[src/hw/pdec_pkg.sv]
// shared constants, field layouts and types of the packet data element codec
package pdec_pkg;
  // register byte offsets on the avalon slave
  localparam logic [7:0] REG_ELEM_CFG = 8'h00;
  localparam logic [7:0] REG_RR_CFG = 8'h04;
  localparam logic [7:0] REG_RR_ENC = 8'h08;
  localparam logic [7:0] REG_RR_RX = 8'h0c;
  localparam logic [7:0] REG_RR_DEC = 8'h10;
  localparam logic [7:0] REG_STATUS = 8'h14;
  localparam logic [7:0] REG_RX_DATA = 8'h18;
  localparam logic [7:0] REG_TX_SET = 8'h1c;
  localparam logic [7:0] REG_ELEM_RX = 8'h20;

  // field codes
  localparam logic [3:0] CFG_PPP = 4'h0;
  localparam logic [15:0] PID_PAP = 16'hc023;
  localparam logic [15:0] PID_CHAP = 16'hc223;
  localparam logic [2:0] THR_RESERVED = 3'h6;
  localparam logic [3:0] READY_RSV_LO = 4'h0;
  localparam logic [3:0] READY_RSV_HI = 4'hf;
  localparam logic [3:0] RR_LEN_SYM = 4'ha;
  localparam logic [3:0] RR_LEN_ASYM = 4'hc;
  localparam logic [1:0] TX_LAST_IDX = 2'h3;

  // bit positions
  localparam int ST_THR_ERR = 0;
  localparam int ST_READY_ERR = 1;
  localparam int ST_DROP = 2;
  localparam int ST_FIFO_EMPTY = 3;
  localparam int ST_TX_BUSY = 4;
  localparam int TX_GO_BIT = 31;

  // rx contents buffer
  localparam int FIFO_WIDTH = 9;
  localparam int FIFO_DEPTH = 32;

  // ready timer code to duration in ms, reserved codes give zero
  localparam logic [18:0] READY_MS [16] = '{
    19'h00000, 19'h000c8, 19'h001f4, 19'h002bc, 19'h003e8, 19'h007d0, 19'h00bb8, 19'h01388,
    19'h02710, 19'h04e20, 19'h07530, 19'h0ea60, 19'h1d4c0, 19'h2bf20, 19'h493e0, 19'h00000};

  typedef struct packed {
    logic [3:0] ready;
    logic reply;
    logic [2:0] prio;
  } elem_t;

  typedef struct packed {
    logic [1:0] fdl;
    logic [1:0] ful;
    logic [1:0] dl;
    logic [1:0] ul;
    logic [2:0] thr;
    logic sym;
  } resreq_t;

  typedef struct packed {
    logic start;
    logic [7:0] data;
  } rx_word_t;

  typedef struct packed {
    logic [7:0] len;
    logic [15:0] id;
  } tx_set_t;

  typedef enum logic [4:0] {
    D_PROTO = 5'b00001,
    D_IDHI = 5'b00010,
    D_IDLO = 5'b00100,
    D_LEN = 5'b01000,
    D_BODY = 5'b10000
  } dec_state_t;

  localparam elem_t ELEM_RST = 8'h00;
  localparam resreq_t RR_RST = 12'h000;
  localparam tx_set_t TX_SET_RST = 24'h000000;
endpackage

[src/hw/packet_data_element_codec.sv]
// packet data element codec: option list parser, set header framer, field codecs
//
// The implementer's own choices: the register addresses and the Avalon-MM register port.
`timescale 1ns/10ps

module pdec_fifo #(
  parameter int WIDTH = 9,
  parameter int DEPTH = 32
) (
  input wire logic clk_sys,
  input wire logic rstn,
  input wire logic in_valid,
  output logic in_ready,
  input wire logic [WIDTH-1:0] in_data,
  output logic out_valid,
  input wire logic out_ready,
  output logic [WIDTH-1:0] out_data
);
  localparam int AW = $clog2(DEPTH);
  logic [WIDTH-1:0] mem [DEPTH];
  logic [AW:0] wr_ptr, rd_ptr;
  logic full, empty;
  assign empty = (wr_ptr == rd_ptr);
  assign full = (wr_ptr[AW] != rd_ptr[AW]) && (wr_ptr[AW-1:0] == rd_ptr[AW-1:0]);
  assign in_ready = !full;
  assign out_valid = !empty;
  assign out_data = mem[rd_ptr[AW-1:0]];

  always_ff @(posedge clk_sys) begin
    if (in_valid && !full) begin
      mem[wr_ptr[AW-1:0]] <= in_data;
    end
  end

  always_ff @(posedge clk_sys) begin
    if (!rstn) begin
      wr_ptr <= '0;
    end else if (in_valid && !full) begin
      wr_ptr <= wr_ptr + 1'b1;
    end
  end

  always_ff @(posedge clk_sys) begin
    if (!rstn) begin
      rd_ptr <= '0;
    end else if (out_ready && !empty) begin
      rd_ptr <= rd_ptr + 1'b1;
    end
  end
endmodule

module packet_data_element_codec
  import pdec_pkg::*;
(
  input wire logic clk_sys,
  input wire logic rstn,
  input wire logic [7:0] address,
  input wire logic read,
  input wire logic write,
  input wire logic [3:0] byteenable,
  input wire logic [31:0] writedata,
  output logic [31:0] readdata,
  output logic waitrequest,
  input wire logic rx_valid,
  input wire logic [7:0] rx_data,
  input wire logic rx_last,
  output logic rx_ready,
  output logic tx_valid,
  output logic [7:0] tx_data,
  input wire logic tx_ready
);
  logic wr_ok, rd_ok, wr_elem_rx, wr_rr_rx;
  logic [31:0] be_mask, next_readdata, rr_rx_word, elem_rx_word;
  elem_t elem_cfg, elem_rx;
  resreq_t rr_cfg, rr_dec;
  logic [11:0] rr_enc;
  logic [3:0] enc_len;
  logic err_thr, err_ready, set_dropped, tx_busy;
  logic [15:0] last_id, cur_id;
  tx_set_t tx_set;
  logic [1:0] tx_idx;
  logic [7:0] in_byte, body_left;
  logic in_valid, in_last, accept, consume, next_in_valid, keep, body_first, supported;
  dec_state_t dstate;
  logic fifo_in_valid, fifo_in_ready, fifo_out_valid, fifo_pop;
  rx_word_t fifo_in, fifo_out;

  // one wait cycle per access: the request is answered at the second edge
  assign wr_ok = write && !waitrequest;
  assign rd_ok = read && !waitrequest;
  assign be_mask = {{8{byteenable[3]}}, {8{byteenable[2]}}, {8{byteenable[1]}},
                    {8{byteenable[0]}}};
  assign wr_elem_rx = wr_ok && (address == REG_ELEM_RX);
  assign wr_rr_rx = wr_ok && (address == REG_RR_RX);
  assign rr_rx_word = writedata & be_mask;
  assign elem_rx_word = ({24'h000000, elem_rx} & ~be_mask) | (writedata & be_mask);

  always_ff @(posedge clk_sys) begin
    if (!rstn) begin
      waitrequest <= 1'b1;
    end else begin
      waitrequest <= !((read || write) && waitrequest);
    end
  end

  always_comb begin
    next_readdata = 32'h00000000;
    case (address)
      REG_ELEM_CFG: next_readdata = {24'h000000, elem_cfg};
      REG_RR_CFG: next_readdata = {20'h00000, rr_cfg};
      REG_RR_ENC: next_readdata = {12'h000, enc_len, 4'h0, rr_enc};
      REG_RR_DEC: next_readdata = {20'h00000, rr_dec};
      REG_STATUS: next_readdata = {last_id, 11'h000, tx_busy, !fifo_out_valid,
                                   set_dropped, err_ready, err_thr};
      REG_RX_DATA: next_readdata = {22'h000000, fifo_out_valid, fifo_out};
      REG_TX_SET: next_readdata = {tx_busy, 7'h00, tx_set};
      REG_ELEM_RX: next_readdata = {READY_MS[elem_rx.ready], 5'h00, elem_rx};
      default: next_readdata = 32'h00000000;
    endcase
  end

  always_ff @(posedge clk_sys) begin
    if (!rstn) begin
      readdata <= 32'h00000000;
    end else if (read && waitrequest) begin
      readdata <= next_readdata;
    end
  end

  // local element fields for transmission; priority and reply bit stored as coded
  always_ff @(posedge clk_sys) begin
    if (!rstn) begin
      elem_cfg <= ELEM_RST;
    end else if (wr_ok && address == REG_ELEM_CFG) begin
      elem_cfg <= elem_t'(((32'(elem_cfg) & ~be_mask) | (writedata & be_mask)) >> 0);
    end
  end
  always_ff @(posedge clk_sys) begin
    if (!rstn) begin
      rr_cfg <= RR_RST;
    end else if (wr_ok && address == REG_RR_CFG) begin
      rr_cfg <= resreq_t'(((32'(rr_cfg) & ~be_mask) | (writedata & be_mask)) >> 0);
    end
  end

  // serialised resource request, left aligned in 12 bits
  always_ff @(posedge clk_sys) begin
    if (!rstn) begin
      rr_enc <= 12'h000;
      enc_len <= RR_LEN_SYM;
    end else if (rr_cfg.sym) begin
      rr_enc <= {rr_cfg.sym, rr_cfg.thr, rr_cfg.ul, rr_cfg.dl, rr_cfg.ful, rr_cfg.fdl};
      enc_len <= RR_LEN_ASYM;
    end else begin
      rr_enc <= {rr_cfg.sym, rr_cfg.thr, rr_cfg.ul, rr_cfg.ful, rr_cfg.fdl, 2'h0};
      enc_len <= RR_LEN_SYM;
    end
  end

  // received resource request, bits left aligned as on the wire
  always_ff @(posedge clk_sys) begin
    if (!rstn) begin
      rr_dec <= RR_RST;
    end else if (wr_rr_rx) begin
      rr_dec.sym <= rr_rx_word[11];
      rr_dec.thr <= rr_rx_word[10:8];
      rr_dec.ul <= rr_rx_word[7:6];
      if (rr_rx_word[11]) begin
        rr_dec.dl <= rr_rx_word[5:4];
        rr_dec.ful <= rr_rx_word[3:2];
        rr_dec.fdl <= rr_rx_word[1:0];
      end else begin
        rr_dec.dl <= rr_rx_word[7:6];
        rr_dec.ful <= rr_rx_word[5:4];
        rr_dec.fdl <= rr_rx_word[3:2];
      end
    end
  end
  always_ff @(posedge clk_sys) begin
    if (!rstn) begin
      elem_rx <= ELEM_RST;
    end else if (wr_elem_rx) begin
      elem_rx <= elem_rx_word[7:0];
    end
  end

  // sticky decode errors, write one to clear; a new error in the same cycle wins
  always_ff @(posedge clk_sys) begin
    if (!rstn) begin
      err_thr <= 1'b0;
    end else if (wr_rr_rx && rr_rx_word[10:8] == THR_RESERVED) begin
      err_thr <= 1'b1;
    end else if (wr_ok && address == REG_STATUS && writedata[ST_THR_ERR]) begin
      err_thr <= 1'b0;
    end
  end
  always_ff @(posedge clk_sys) begin
    if (!rstn) begin
      err_ready <= 1'b0;
    end else if (wr_elem_rx && (elem_rx_word[7:4] == READY_RSV_LO ||
                                elem_rx_word[7:4] == READY_RSV_HI)) begin
      err_ready <= 1'b1;
    end else if (wr_ok && address == REG_STATUS && writedata[ST_READY_ERR]) begin
      err_ready <= 1'b0;
    end
  end
  always_ff @(posedge clk_sys) begin
    if (!rstn) begin
      set_dropped <= 1'b0;
    end else if (consume && dstate == D_LEN && !supported) begin
      set_dropped <= 1'b1;
    end else if (wr_ok && address == REG_STATUS && writedata[ST_DROP]) begin
      set_dropped <= 1'b0;
    end
  end

  // set header framer: protocol octet, id high, id low, length; contents follow elsewhere
  always_ff @(posedge clk_sys) begin
    if (!rstn) begin
      tx_set <= TX_SET_RST;
    end else if (wr_ok && address == REG_TX_SET && !tx_busy) begin
      tx_set <= tx_set_t'(((32'(tx_set) & ~be_mask) | (writedata & be_mask)) >> 0);
    end
  end

  always_ff @(posedge clk_sys) begin
    if (!rstn) begin
      tx_busy <= 1'b0;
      tx_idx <= 2'h0;
      tx_valid <= 1'b0;
      tx_data <= 8'h00;
    end else if (!tx_busy) begin
      if (wr_ok && address == REG_TX_SET && writedata[TX_GO_BIT] && byteenable[3]) begin
        tx_busy <= 1'b1;
        tx_idx <= 2'h0;
        tx_valid <= 1'b1;
        tx_data <= {CFG_PPP, 4'h0};
      end
    end else if (tx_ready) begin
      tx_idx <= tx_idx + 2'h1;
      case (tx_idx)
        2'h0: tx_data <= tx_set.id[15:8];
        2'h1: tx_data <= tx_set.id[7:0];
        2'h2: tx_data <= tx_set.len;
        default: begin
          tx_valid <= 1'b0;
          tx_busy <= 1'b0;
          tx_data <= 8'h00;
        end
      endcase
    end
  end

  // receive side: one octet holding stage keeps rx_ready a flop output
  assign accept = rx_valid && rx_ready;
  assign consume = in_valid && (dstate != D_BODY || !keep || fifo_in_ready);
  assign next_in_valid = (in_valid && !consume) || accept;
  assign supported = (cur_id == PID_PAP) || (cur_id == PID_CHAP);

  always_ff @(posedge clk_sys) begin
    if (!rstn) begin
      in_valid <= 1'b0;
      in_byte <= 8'h00;
      in_last <= 1'b0;
      rx_ready <= 1'b0;
    end else begin
      in_valid <= next_in_valid;
      rx_ready <= !next_in_valid;
      if (accept) begin
        in_byte <= rx_data;
        in_last <= rx_last;
      end
    end
  end

  always_ff @(posedge clk_sys) begin
    if (!rstn) begin
      dstate <= D_PROTO;
      cur_id <= 16'h0000;
      body_left <= 8'h00;
      keep <= 1'b0;
      body_first <= 1'b0;
      last_id <= 16'h0000;
    end else if (consume) begin
      case (dstate)
        D_PROTO: dstate <= D_IDHI;
        D_IDHI: begin
          cur_id[15:8] <= in_byte;
          dstate <= D_IDLO;
        end
        D_IDLO: begin
          cur_id[7:0] <= in_byte;
          dstate <= D_LEN;
        end
        D_LEN: begin
          body_left <= in_byte;
          keep <= supported;
          body_first <= 1'b1;
          last_id <= cur_id;
          dstate <= (in_byte == 8'h00) ? D_IDHI : D_BODY;
        end
        D_BODY: begin
          body_left <= body_left - 8'h01;
          body_first <= 1'b0;
          if (body_left == 8'h01) begin
            dstate <= D_IDHI;
          end
        end
        default: dstate <= D_PROTO;
      endcase
      if (in_last) begin
        dstate <= D_PROTO;
      end
    end
  end

  // contents octets pass unaltered; the ppp framing inside is software's business
  assign fifo_in_valid = in_valid && dstate == D_BODY && keep;
  assign fifo_in = '{start: body_first, data: in_byte};
  assign fifo_pop = rd_ok && address == REG_RX_DATA;

  pdec_fifo #(
    .WIDTH(FIFO_WIDTH),
    .DEPTH(FIFO_DEPTH)
  ) u_rx_fifo (
    .clk_sys(clk_sys),
    .rstn(rstn),
    .in_valid(fifo_in_valid),
    .in_ready(fifo_in_ready),
    .in_data(fifo_in),
    .out_valid(fifo_out_valid),
    .out_ready(fifo_pop),
    .out_data(fifo_out)
  );
endmodule

[config.mk]
export PLATFORM = sky130hd
export DESIGN_NAME = packet_data_element_codec
export DESIGN_NICKNAME = d
export VERILOG_FILES = /design/src/hw/pdec_pkg.sv /design/src/hw/packet_data_element_codec.sv
export SDC_FILE = /design/constraint.sdc
export NUM_CORES = 1
export LEC_CHECK = 0
export BUFFER_PORTS_ARGS = -buffer_cell sky130_fd_sc_hd__clkbuf_2
export CAP_MARGIN = 20
export CORE_UTILIZATION = 40
export CTS_CLUSTER_DIAMETER = 150
export CTS_CLUSTER_SIZE = 10
export DETAILED_ROUTE_END_ITERATION = 16
export GPL_TIMING_DRIVEN = 0
export MAX_ROUTING_LAYER = met4
export PLACE_DENSITY = 0.61
export SLEW_MARGIN = 10
export SYNTH_ARGS = -nofsm -noshare
export SYNTH_HDL_FRONTEND = slang
export SYNTH_HIERARCHICAL = 1
export SYNTH_SLANG_ARGS = --single-unit
[constraint.sdc]
create_clock -name clk_sys -period 3.4 [get_ports clk_sys]
set_input_delay 0 -clock clk_sys [delete_from_list [all_inputs] [get_ports clk_sys]]
set_output_delay 0 -clock clk_sys [all_outputs]
set_load 0.05 [all_outputs]
==> results.py <==
metrics = {
    "critical_path": {
        "crit_path_start_kind": "input port",
        "cp.arrival_ns": 3.84,
        "crit_path_max_incr_delay_ns": 0.91,
        "crit_fanout": 10,
        "cp_num_buf_inv": 6,
        "critPathCaptureType": "flop",
        "r2r_start": "dstate[0]$_SDFFE_PN1P_",
        "cp_top_family": "buffers and inverters",
        "worstPathRequired_ns": 3.96,
        "startpoint": "address[1]",
        "slowest_stage": "nor4bb_1",
        "crit_type": "in -> reg",
        "crit_chain": "dlygate4sd3_1 -> clkbuf_2 -> nor4bb_1 -> and2_1 -> buf_2 -> and3_1 -> buf_2 -> nand2_1 -> dlygate4sd3_1 -> a21oi_1 -> dlygate4sd3_1",
        "path_common_cell": "dlygate4sd3_1",
    },
    "sta": {
        "finalHoldViolations": 0,
        "setup_viol": 0,
        "setup_slack_ns": 0.1153,
        "max_freq_mhz": 304.4,
        "tightestPinTransition_ns": 1.102,
        "slew_viol_final": 0,
        "finClkSkew_ns": 0.02528,
        "fin_tns_setup_ns": 0,
        "period_needed_ns": 3.285,
        "post-route-period-util": 0.9661,
        "max-slew-margin-rel": 0.2593,
    },
    "grt": {
        "grt_max_degree": 38,
        "overflow": 0,
        "grt_use_total": 0.2309,
        "grt_pass1_vias": 14020,
        "grt_pass1_wl_um": 86000,
        "antenna_found_initial": 1,
    },
    "synth": {
        "synth-edff-count": 288,
        "async_flop_share": 0,
        "synth_top_family_by_area": "multiplexers",
        "postSynthAreaPerCell_um2": 13.03,
        "synth_cell_types": 75,
        "synth-main-ff-cell": "edfxtp_1",
        "syn-num-nets": 1639,
        "synthCells": 1562,
        "synth-simple-area-share": 0.1100,
        "synth-xor-area-share": 0.005164,
        "synth-compound-area-share": 0.08575,
        "ys_ff_latch": 488,
        "yosysTopAreaCell": "edfxtp_1",
        "ys.warnings.count": 6,
        "syn_area_um2": 20350,
        "yosysMostFrequentCell": "edfxtp_1",
        "synthMuxAreaShare": 0.1433,
        "synth_top_area_frac": 0.4249,
        "ys_seq_area_frac": 0.6216,
        "synthAdderAreaFrac": 0.01106,
        "ys_top_cells_by_area": "edfxtp_1, dfxtp_1, mux4_2",
        "synth_common_cells": "edfxtp_1, dfxtp_1, nand2_1",
    },
    "power": {
        "power_density_nw_per_um2": 487.6,
        "total_power_uw": 12010,
        "vdd_ir_drop_max_mv": 0.4421,
        "cellLeakagePower_uw": 0.008603,
    },
    "routing": {
        "via_count": 14130,
        "wl_per_cell_um": 22.83,
        "first_pass_iters": 7,
        "dr.first_iter.drc_count": 1244,
        "totalWireLength_um": 57310,
        "antenna_left": 0,
        "drcViolationCount": 0,
        "vias_per_cell": 5.630,
    },
    "clock_network": {
        "cts_tree": "yes",
        "cts_buffers": 54,
        "clock-sinks": 488,
        "clk_pin_slew_ns": 0.06,
        "worst_skew_pair.late_latency_ns": 0.62,
        "cts-root-buf": "clkbuf_16",
        "htreeDepth": 2,
        "cts.path.max_buffers": 3,
    },
    "floorplanning": {
        "core_area_um2": 50170,
        "fp.dieW_um": 227.6,
        "start_util": 0.4057,
        "dieArea_um2": 51790,
        "boundaryPins": 102,
        "die_y_um": 227.6,
        "fp-row-count": 82,
    },
    "cells_and_area": {
        "final_nets": 1882,
        "fill_cells": 4326,
        "syn_to_final_growth_pct": 21.01,
        "drive_gt1_frac": 0.1949,
    },
    "min_path": {
        "hp-class": "in -> reg",
        "min_from": "byteenable[0]",
    },
    "job": {
        "timing.max_cap.violations": 0,
    },
    "placement": {
        "pre_cts_ws_ns": -0.5313,
        "portBuffers": 92,
        "dp_hpwl_um": 39390,
        "finalWeightedCongestion": 0.9775,
    },
    "outcome": {
        "run_status": "finished, final reports clean",
    },
}
[power by group]
part / internal, µW / switching [µW]
Sequential: 6260 / 51.2
Clock: 2970 / 2320
Combinational: 131 / 279
[per-layer routing]
| layer | part of all wire | global-route usage |
|---|---|---|
| met1 | 0.44 | 0.3051 |
| met2 | 0.47 | 0.3649 |
| met3 | 0.055 | 0.03033 |
| met4 | 0.032 | 0.08378 |
| met5 | 0 | - |
[placed cells by master (no fill, tap or decap), types with 15 or more instances in the layout]
cell type      synthesis  routed
nor2_1               136     111
edfxtp_1             288     288
buf_12                 0      15
dfxtp_1              200     194
clkbuf_16              0      54
dlygate4sd3_1          0      74
nand2_1              171     168
mux2i_1               71      71
nor2b_1               16      16
ha_1                  18      18
clkbuf_1              64      89
clkbuf_2               1      94
o21ai_0               55      55
nand3_1               36      36
nor2_4                 0      24
mux4_2                91      91
a21oi_1              122     122
inv_1                 16      16
and2_1                19      19
[worst register-to-register path, delay by kind of cell, from the launching register on]
kind	cells	cell delay [ns]
buffers and inverters	2	0.47
and+or+nand+nor	4	1.86
DFF	1	0.29
AOI/OAI and AO/OA	1	0.26
[area by class of cell]
type / instances / area (µm²) / area share
multi-input cells: 960 / 7452 / 0.3026
inverters: 17 / 63.81 / 0.002591
plain buffers: 94 / 442.9 / 0.01798
repair buffers: 190 / 1612 / 0.06543
clock buffers: 85 / 1478 / 0.05999
diodes: 1 / 2.502 / 0.0001016
well taps: 672 / 840.8 / 0.03414
clock inverters: 3 / 80.08 / 0.003251
flip-flops and latches: 488 / 12660 / 0.5140
[through the flow]
stage	hold slack, ns	utilization	cell area (µm²)	std cells
final	0.02788	0.4909	24630	2510
after global routing	0.03864	0.4909	24630	2510
after floorplan	0.1159	-	20350	1562
after detailed placement	0.2264	0.4332	21730	2330
after global placement	0.2313	0.4316	21660	2326
after CTS	0.001118	0.4897	24570	2511
[cell families (layout without fill, tap and decap cells)]
kind of cell	after synthesis	count (layout)
buffers and inverters	114	389
AND/OR/NAND/NOR	472	472
XOR/XNOR	12	12
AO/OA/AOI/OAI	282	282
flip-flops	488	488
other	0	1
multiplexers	176	176
adder cells (fa/ha/maj)	18	18
[worst paths after layout]
path	endpoint	slack [ns]	depth (start not counted)
hold reg to reg	readdata[7]$_SDFFE_PN0P_	0.44	2
hold / removal	flop	0.03	4
setup / recovery	flop	0.12	11
setup reg to reg	u_rx_fifo/mem[23][2]$_DFFE_PP_	0.13	7
[what timing repair did]
item | CTS | global route
setup buffers | 20 | 0
endpoints found under the setup margin | 240 | 226
endpoints found under the hold margin | 77 | 0
gates resized for setup | 60 | 20
pin swaps | 12 | 0
hold buffers | 74 | 0
No activity file was read; power rests on OpenSTA's default activity.
